File: config.mk
export PLATFORM = sky130hd
export DESIGN_NAME = sfp_protocol_select
export DESIGN_NICKNAME = d
export VERILOG_FILES = /design/src/common/sfp_pkg.sv /design/src/logic/sfp_pin_sync.sv /design/src/logic/sfp_protocol_select.sv
export VERILOG_INCLUDE_DIRS = /design/src /design/src/common
export SDC_FILE = /design/constraint.sdc
export NUM_CORES = 1
export LEC_CHECK = 0
export ABC_AREA = 1
export BUFFER_PORTS_ARGS = -buffer_cell sky130_fd_sc_hd__buf_2
export CAP_MARGIN = 20
export CORE_ASPECT_RATIO = 1.2
export CORE_MARGIN = 3
export CORE_UTILIZATION = 26
export DETAILED_ROUTE_END_ITERATION = 6
export GPL_TIMING_DRIVEN = 0
export PLACE_DENSITY_LB_ADDON = 0.1
export SLEW_MARGIN = 20
export SYNTH_ARGS = -nofsm -noshare
export SYNTH_HDL_FRONTEND = slang
export SYNTH_SLANG_ARGS = --single-unit
File: constraint.sdc
create_clock -name sys_clk -period 6.5 [get_ports sys_clk]
set_input_delay 1.3 -clock sys_clk [delete_from_list [all_inputs] [get_ports sys_clk]]
set_output_delay 1.3 -clock sys_clk [all_outputs]
set_load 0.01 [all_outputs]
File: src/common/sfp_map.svh
// Purpose: register offsets, field positions and reset values
// Assumes: byte addresses on an 8-bit register port
// Notes: definitions only
`ifndef SFP_MAP_SVH
`define SFP_MAP_SVH

// Register offsets
`define SFP_A_CTRL 8'h00
`define SFP_A_STAT 8'h04
`define SFP_A_NVCFG 8'h08
`define SFP_A_VCFG 8'h0C
`define SFP_A_EVCFG 8'h10
`define SFP_A_RXD 8'h14
`define SFP_A_TXD 8'h18
`define SFP_A_ICR 8'h1C

// Control fields
`define SFP_B_RESCUE 2
`define SFP_B_BOOT 3

// Status write fields
`define SFP_B_BUSY 0
`define SFP_B_VPPCYC 1

// Nonvolatile and enhanced volatile protocol bits
`define SFP_NV_DUAL 2
`define SFP_NV_QUAD 3
`define SFP_EV_DUAL 6
`define SFP_EV_QUAD 7

// Reset values and counts
`define SFP_NV_RESET 16'hFFFF
`define SFP_ZERO16 16'h0000
`define SFP_BYTE_BITS 4'h8
`define SFP_OE_ONE 4'h2
`define SFP_OE_TWO 4'h3
`define SFP_OE_FOUR 4'hF

`endif

File: src/common/sfp_pkg.sv
// Purpose: types shared by the serial protocol front end
// Assumes: one clock domain, sys_clk
// Notes: constants live in sfp_map.svh
package sfp_pkg;

  // Active transfer protocol
  typedef enum logic [1:0] {PROTO_EXT, PROTO_DUAL, PROTO_QUAD} sfp_proto_t;

  // Number of io lines used per clock
  typedef enum logic [1:0] {LANE1, LANE2, LANE4} sfp_lanes_t;

  // Register port request
  typedef struct packed {
    logic [7:0] addr;
    logic [15:0] wrData;
    logic wr;
    logic rd;
  } sfp_req_t;

  // Serial pins seen by the block
  typedef struct packed {
    logic chipSelN;
    logic spiClk;
    logic vpp;
    logic [3:0] io;
  } sfp_pins_t;

  // Driven io lines
  typedef struct packed {
    logic [3:0] out;
    logic [3:0] oe;
  } sfp_drive_t;

endpackage

File: src/logic/sfp_pin_sync.sv
// Purpose: two-stage synchroniser for the serial pins
// Assumes: pins are asynchronous to sys_clk
// Notes: first stage feeds only the second stage
module sfp_pin_sync
  import sfp_pkg::*;
(
  input wire logic sys_clk,
  input wire logic rst_n,
  input wire sfp_pins_t pinsIn,
  output sfp_pins_t pinsOut
);

  // Both stages in one struct
  typedef struct packed {
    sfp_pins_t meta;
    sfp_pins_t stable;
  } sfp_sync_t;

  sfp_sync_t s;
  sfp_sync_t next_s;

  // Shift pins through two flops; idle deselected
  always_comb begin
    next_s.meta = pinsIn;
    next_s.stable = s.meta;
    if (!rst_n) begin
      next_s = '0;
      next_s.meta.chipSelN = 1'b1;
      next_s.stable.chipSelN = 1'b1;
    end
  end

  // State register
  always_ff @(posedge sys_clk) begin
    s <= next_s;
  end

  assign pinsOut = s.stable;

endmodule

File: src/logic/sfp_protocol_select.sv
// Purpose: serial front end with extended, two-line and four-line protocols
// Assumes: serial clock and pins are oversampled by the 100 MHz sys_clk
// Assumes: serial clock below a sixth of sys_clk, edges seen late
// Notes: command decode and array access sit behind the register port
//
// Design decisions made here: the address map and strobed register access.
`include "sfp_map.svh"
module sfp_protocol_select
  import sfp_pkg::*;
(
  input wire logic sys_clk,
  input wire logic rst_n,
  input wire sfp_req_t regReq,
  output logic [15:0] regRdData,
  input wire sfp_pins_t pins,
  output sfp_drive_t ioDrive
);

  // Whole block state
  // One register copy keeps reset and next-state logic together
  typedef struct packed {
    logic sckPrev;
    // Configuration and protocol
    logic [15:0] nvCfg;
    logic [15:0] icr;
    sfp_proto_t proto;
    logic tempExt;
    logic busy;
    logic vppCycle;
    sfp_lanes_t extLanes;
    // Receive path
    logic cmdPhase;
    logic [7:0] rxShift;
    logic [3:0] rxCnt;
    logic [7:0] rxByte;
    logic rxCmd;
    logic rxValid;
    // Transmit path
    logic [7:0] txBuf;
    logic txFull;
    logic [7:0] txShift;
    logic [3:0] txCnt;
    // Registered outputs
    sfp_drive_t drive;
    logic [15:0] rdData;
  } sfp_state_t;

  sfp_state_t s;
  sfp_state_t next_s;
  sfp_pins_t syncPins;

  // Pins pass two flops before use
  // Edges reach the logic two to three sys_clk cycles late
  // Serial clock must stay well below a sixth of sys_clk
  sfp_pin_sync u_sync (
    .sys_clk(sys_clk),
    .rst_n(rst_n),
    .pinsIn(pins),
    .pinsOut(syncPins)
  );

  // Lines moved per serial clock
  // Reserved lane code counts as one line but moves no bits, never a hang
  function automatic logic [3:0] laneBits(input sfp_lanes_t l);
    unique case (l)
      LANE1: laneBits = 4'h1;
      LANE2: laneBits = 4'h2;
      LANE4: laneBits = 4'h4;
      default: laneBits = 4'h1;
    endcase
  endfunction

  // Shift in one clock worth of bits, most significant first
  // Unused io lines ignored in narrow widths
  function automatic logic [7:0] shiftIn(input logic [7:0] sh, input logic [3:0] io,
                                         input sfp_lanes_t l);
    unique case (l)
      LANE1: shiftIn = {sh[6:0], io[0]};
      LANE2: shiftIn = {sh[5:0], io[1:0]};
      LANE4: shiftIn = {sh[3:0], io[3:0]};
      default: shiftIn = sh;
    endcase
  endfunction

  // Top bits of a byte onto the io lines
  // Single-line output on io_line_1; io_line_0 stays an input
  function automatic sfp_drive_t driveOut(input logic [7:0] sh, input sfp_lanes_t l);
    driveOut = '0;
    unique case (l)
      LANE1: begin
        driveOut.out[1] = sh[7];
        driveOut.oe = `SFP_OE_ONE;
      end
      LANE2: begin
        driveOut.out[1:0] = sh[7:6];
        driveOut.oe = `SFP_OE_TWO;
      end
      LANE4: begin
        driveOut.out = sh[7:4];
        driveOut.oe = `SFP_OE_FOUR;
      end
      default: driveOut = '0;
    endcase
  endfunction

  // Boot protocol from nonvolatile bits, four-line first
  // Both enables low is undefined; four-line wins by choice
  function automatic sfp_proto_t protoFromNv(input logic [15:0] nv);
    if (!nv[`SFP_NV_QUAD])
      protoFromNv = PROTO_QUAD;
    else if (!nv[`SFP_NV_DUAL])
      protoFromNv = PROTO_DUAL;
    else
      protoFromNv = PROTO_EXT;
  endfunction

  // Edge strobes and lane choices for this cycle
  logic sckRise;
  logic sckFall;
  sfp_lanes_t cmdLanes;
  sfp_lanes_t dataLanes;
  sfp_lanes_t curLanes;
  logic [3:0] rxNext;
  logic [7:0] txNextSh;

  // Lane selection for the current phase
  // Phase flag picks the width for the next edge
  // Protocol change mid-byte applies from the next edge
  always_comb begin
    // command on one line in extended
    cmdLanes = LANE1;
    if (s.proto == PROTO_DUAL)
      cmdLanes = LANE2;
    if (s.proto == PROTO_QUAD && !s.tempExt)
      cmdLanes = LANE4;
    // address and data width per command
    if (s.proto == PROTO_EXT || s.tempExt)
      dataLanes = s.extLanes;
    else
      dataLanes = cmdLanes;
    curLanes = s.cmdPhase ? cmdLanes : dataLanes;
  end

  // Next state
  // Later assignments win: set beats clear, reset beats all
  always_comb begin
    next_s = s;
    rxNext = 4'h0;
    txNextSh = 8'h00;
    // Prev starts low; an idle-high clock shows one rise after reset
    // That rise lands while deselected, so nothing is shifted
    // edges found from level change, either idle level
    // same edge logic for every protocol
    sckRise = syncPins.spiClk & ~s.sckPrev;
    sckFall = ~syncPins.spiClk & s.sckPrev;
    next_s.sckPrev = syncPins.spiClk;
    next_s.rdData = `SFP_ZERO16;

    // Register reads, data one cycle later
    // Read data stand one cycle, then return to zero
    if (regReq.rd) begin
      unique case (regReq.addr)
        `SFP_A_CTRL: next_s.rdData = {14'h0000, s.extLanes};
        `SFP_A_STAT: next_s.rdData = {8'h00, s.txFull, s.rxValid, ~syncPins.chipSelN,
                                      s.tempExt, s.proto, s.vppCycle, s.busy};
        `SFP_A_NVCFG: next_s.rdData = s.nvCfg;
        // internal register on the core port only
        `SFP_A_ICR: next_s.rdData = s.icr;
        `SFP_A_RXD: begin
          next_s.rdData = {7'h00, s.rxCmd, s.rxByte};
          // Clear loses to a byte finishing this cycle
          next_s.rxValid = 1'b0;
        end
        default: next_s.rdData = `SFP_ZERO16;
      endcase
    end

    // Register writes from the command core
    if (regReq.wr) begin
      unique case (regReq.addr)
        `SFP_A_CTRL: begin
          next_s.extLanes = sfp_lanes_t'(regReq.wrData[1:0]);
          if (regReq.wrData[`SFP_B_RESCUE]) begin
            next_s.proto = PROTO_EXT;
            next_s.tempExt = 1'b0;
          end
          // Nonvolatile value acts only here, never on its own write
          // boot reloads internal configuration
          if (regReq.wrData[`SFP_B_BOOT]) begin
            next_s.icr = s.nvCfg;
            next_s.proto = protoFromNv(s.nvCfg);
            next_s.tempExt = 1'b0;
          end
        end
        `SFP_A_STAT: begin
          next_s.busy = regReq.wrData[`SFP_B_BUSY];
          next_s.vppCycle = regReq.wrData[`SFP_B_VPPCYC];
        end
        // stored only, acts at next boot
        `SFP_A_NVCFG: next_s.nvCfg = regReq.wrData;
        `SFP_A_VCFG: next_s.icr[7:0] = regReq.wrData[7:0];
        `SFP_A_EVCFG: begin
          // An enhanced write drops a temporary extended state unless a Vpp cycle in four-line sets it again this cycle
          // Protocol decoded from the written value
          // enhanced write updates internal now
          next_s.icr[15:8] = regReq.wrData[7:0];
          next_s.tempExt = 1'b0;
          // bit 7 high, bit 6 low gives two-line
          if (!regReq.wrData[`SFP_EV_QUAD])
            next_s.proto = PROTO_QUAD;
          else if (!regReq.wrData[`SFP_EV_DUAL])
            next_s.proto = PROTO_DUAL;
          else
            next_s.proto = PROTO_EXT;
        end
        `SFP_A_TXD: begin
          // Set here beats the clear of a launch this cycle
          next_s.txBuf = regReq.wrData[7:0];
          next_s.txFull = 1'b1;
        end
        // Unmapped writes change nothing
        default: next_s.txFull = next_s.txFull;
      endcase
    end

    // Set needs the supply high, clear needs it low, so they never meet
    // Vpp cycle in four-line opens extended
    if (s.proto == PROTO_QUAD && s.busy && s.vppCycle && syncPins.vpp)
      next_s.tempExt = 1'b1;
    if (!syncPins.vpp)
      next_s.tempExt = 1'b0;

    // Deselect wins over any edge seen this cycle
    // A cut byte is dropped; the next select starts a command
    // deselect resets phase and releases io
    if (syncPins.chipSelN) begin
      next_s.cmdPhase = 1'b1;
      next_s.rxCnt = 4'h0;
      next_s.txCnt = 4'h0;
      next_s.drive = '0;
    end else begin
      if (sckRise) begin
        next_s.rxShift = shiftIn(s.rxShift, syncPins.io, curLanes);
        rxNext = s.rxCnt + laneBits(curLanes);
        // Counted in bits, so a byte is eight at any width
        if (rxNext >= `SFP_BYTE_BITS) begin
          // Byte complete: hand over, leave the command phase
          next_s.rxByte = next_s.rxShift;
          next_s.rxCmd = s.cmdPhase;
          next_s.rxValid = 1'b1;
          next_s.cmdPhase = 1'b0;
          next_s.rxCnt = 4'h0;
        end else begin
          next_s.rxCnt = rxNext;
        end
      end
      if (sckFall) begin
        // New byte only at a byte boundary, so a late load waits
        if (s.txCnt == 4'h0) begin
          if (s.txFull) begin
            next_s.txFull = regReq.wr && regReq.addr == `SFP_A_TXD;
            next_s.drive = driveOut(s.txBuf, curLanes);
            txNextSh = s.txBuf << laneBits(curLanes);
            next_s.txShift = txNextSh;
            next_s.txCnt = `SFP_BYTE_BITS - laneBits(curLanes);
          end else begin
            // Nothing pending: lines released, not held stale
            next_s.drive = '0;
          end
        end else begin
          // Slices move top first, matching the receive order
          next_s.drive = driveOut(s.txShift, curLanes);
          txNextSh = s.txShift << laneBits(curLanes);
          next_s.txShift = txNextSh;
          // Last slice: counter stops at zero for the next byte
          if (s.txCnt > laneBits(curLanes))
            next_s.txCnt = s.txCnt - laneBits(curLanes);
          else
            next_s.txCnt = 4'h0;
        end
      end
    end

    // Last in the process, so reset overrides every path above
    // power-on loads defaults and extended
    if (!rst_n) begin
      next_s = '0;
      next_s.nvCfg = `SFP_NV_RESET;
      next_s.icr = `SFP_NV_RESET;
      next_s.proto = protoFromNv(`SFP_NV_RESET);
      next_s.extLanes = LANE1;
      next_s.cmdPhase = 1'b1;
    end
  end

  // State register
  always_ff @(posedge sys_clk) begin
    s <= next_s;
  end

  // Outputs straight from flops
  // No logic after the flops, so pins see clean edges
  assign regRdData = s.rdData;
  assign ioDrive = s.drive;

endmodule

==> impl_metrics.yaml <==
detailed_routing:
  vias: 5937
  vias_per_cell: 4.46
  wl_per_cell_um: 15.0
  ant_nets: 0
  first_pass_iters: 5
  drt_wl_total_mm: 19.9
  first_iter_violations: 350
  drc: 0
clocking:
  clk_path_buf_depth: 2
  cts_made_buffers: 17
  insertion_delay_ps: 420
  postCtsSetupBuffers: 0
  clkSinkCount: 121
  cts_hold_buffers: 0
  clkSlewWorstSetupHoldPaths_ps: 60
  ctsResizeCount: 0
  cts-root-buf: "clkbuf_16"
  cts_tree: "done"
  htreeDepth: 4
synthesis:
  yosys_warnings: 0
  synth_cell_type_count: 41
  synthesis.nets: 978
  avgSynthCellArea_um2: 6.79
  yosys.area.top_type: "dfxtp_1"
  syn_area_um2: 6320
  synth-edff-count: 0
  synthFlopType: "dfxtp_1"
  yosys.area.top_type_share: 0.383
  synth.yosys.seq_area_share: 0.383
  netlist_top_cells_area: "dfxtp_1, nand2_1, nand3_1"
  ys_ff_latch: 121
  async_flop_share: 0
  postSynthCellCount: 930
global_route:
  grt_pass1_vias: 5805
  antenna_found_initial: 0
  grt_max_degree: 17
  grt_use_total: 0.157
  overflow: 0
  grt_pass1_wl_mm: 32.2
placement:
  dp_hpwl_mm: 15.2
  placedCellCount: 1301
  placedInstanceArea_um2: 6990
  port_buffers: 56
  gp_congestion: 0.823
pwr:
  p_leak_nw: 3.49
  ir_drop_mv: 0.172
  power_density_nw_per_um2: 241
worst_setup_path:
  crit_arrival_ps: 3520
  required_ps: 6850
  start_kind: "flop"
  regToRegSetupSlack_ps: 3340
  cpMostUsedCell: "nand2_1"
  crit_fanout: 10
  r2r-start: "s[74]"
  cp_num_buf_inv: 3
  critical_path.startpoint: "s[74]"
  path_class: "reg -> reg"
  cp_cell_sequence: "o21ai_0, nand2_1, o21ai_0, ha_1, buf_4, clkinv_1, buf_2, ha_1, nand4_1, nand2_1, nor2_1, nand2_1, a21oi_1"
  endpoint_kind: "flop"
  cpLargestDelayFamily: "buffers and inverters"
  cp_slowest_cell: "ha_1"
  max_stage_delay_ps: 440
final_layout:
  fin_area_um2: 7620
  finalNonFillerCells: 1332
  nNetsFinal: 1053
  area_growth_pct: 20.6
  drive_gt1_frac: 0.176
  final_util: 0.324
  diodes: 0
floorplanning:
  die_h_um: 177
  coreArea_um2: 23500
  die_w_um: 148
  start_util: 0.269
  ios: 59
  num_rows: 61
  die-area_um2: 26200
timing:
  final_hold_viol_count: 0
  slew_viol_final: 0
  fin_crit_sh: 0.487
  rsz0062_at_grt: "no"
  post-route-min-period_ps: 3170
  setup_violations: 0
  fin_skew_ps: 9.26
  hold_slack_ps: 411
  timing.fmax_mhz: 316
  maxSlewHeadroom: 0.466
  worstMarginPinSlew_ps: 801
  tns_ps: 0
status:
  status: "finished clean"
run:
  maxCapViolCount: 0
hold_path:
  worstHoldPathType: "reg -> reg"
  min_from: "u_sync.s[8]"
## path summary, 6_finish.rpt
| kind | endpoint | cells past startpoint |
|---|---|---|
| max | s[26] | 13 |
| min | u_sync.pinsOut[1] | 2 |
| max reg2reg | s[26] | 13 |
| min reg2reg | u_sync.pinsOut[1] | 2 |
## tightest hold or removal path, delay by kind of cell, from the launching register on
kind | cells | cell delay, ps
flip-flops | 1 | 300
AND/OR/NAND/NOR | 1 | 50
buffers and inverters | 1 | 40
## cell usage in the layout (no fill, tap or decap), drive strengths merged, types with 5 or more instances in the layout
master    count
buf         102
o211ai        9
o21ai        71
nand4         6
clkinv        5
clkinvlp      5
nand3        93
nand2       286
inv         101
nor2         81
ha           11
a211oi        7
clkbuf       33
a21oi        68
dfxtp       121
## metrics by stage
step                power [mW]  setup WS [ps]
CTS                       1.86           3300
floorplan                0.803           3980
finish                    1.83           3340
global placement         0.838           3320
detailed placement       0.837           3300
global route              1.90           2990
## power breakdown
part | internal (mW) | total, mW | switching, mW
clock | 0.659 | 1.01 | 0.355
combinational | 0.0202 | 0.0689 | 0.0486
sequential | 0.748 | 0.751 | 0.00316
## metal layers
| metal | track usage | part of all wire |
|---|---|---|
| met4 | 0.0493 | 0.019 |
| met5 | 0 | 0 |
| met3 | 0.0287 | 0.033 |
| met1 | 0.201 | 0.46 |
| met2 | 0.269 | 0.49 |
## registers in the layout (all words and copies together), names as in the netlist, named ones only
| register | cells |
|---|---|
| ioDrive | 7 |
| regRdData | 16 |
| s | 82 |
| u_sync.pinsOut | 7 |
| u_sync.s | 7 |
## synth_stat cells, types with 5 or more instances
cell        n
clkbuf_1   13
a211oi_1    7
o211ai_1    5
ha_1       11
dfxtp_1   121
nand3_1    88
nor2_4      6
nand2_1   280
a21oi_1    68
nor2_2      6
o21ai_1     7
inv_2      10
buf_4      27
buf_2      13
buf_6       5
nand4_1     5
nor2_1     68
o21ai_0    63
inv_1      90
## area by class of cell
type | instances | area [um^2]
timing repair buffer | 56 | 280
buffer | 59 | 377
sequential | 121 | 2420
clock buffer | 20 | 457
tap | 315 | 394
inverter | 104 | 399
multi-input combinational | 646 | 3120
clock inverter | 11 | 171
fill | 2685 | 15900
## kinds of logic after synthesis
kind of cell	share of synthesized area
AO/OA/AOI/OAI	0.135
flip-flops	0.383
adder cells (fa/ha/maj)	0.0281
AND/OR/NAND/NOR	0.329
XOR/XNOR	0.00139
buffers and inverters	0.123
Note: power is estimated with default switching activity, not from simulation.
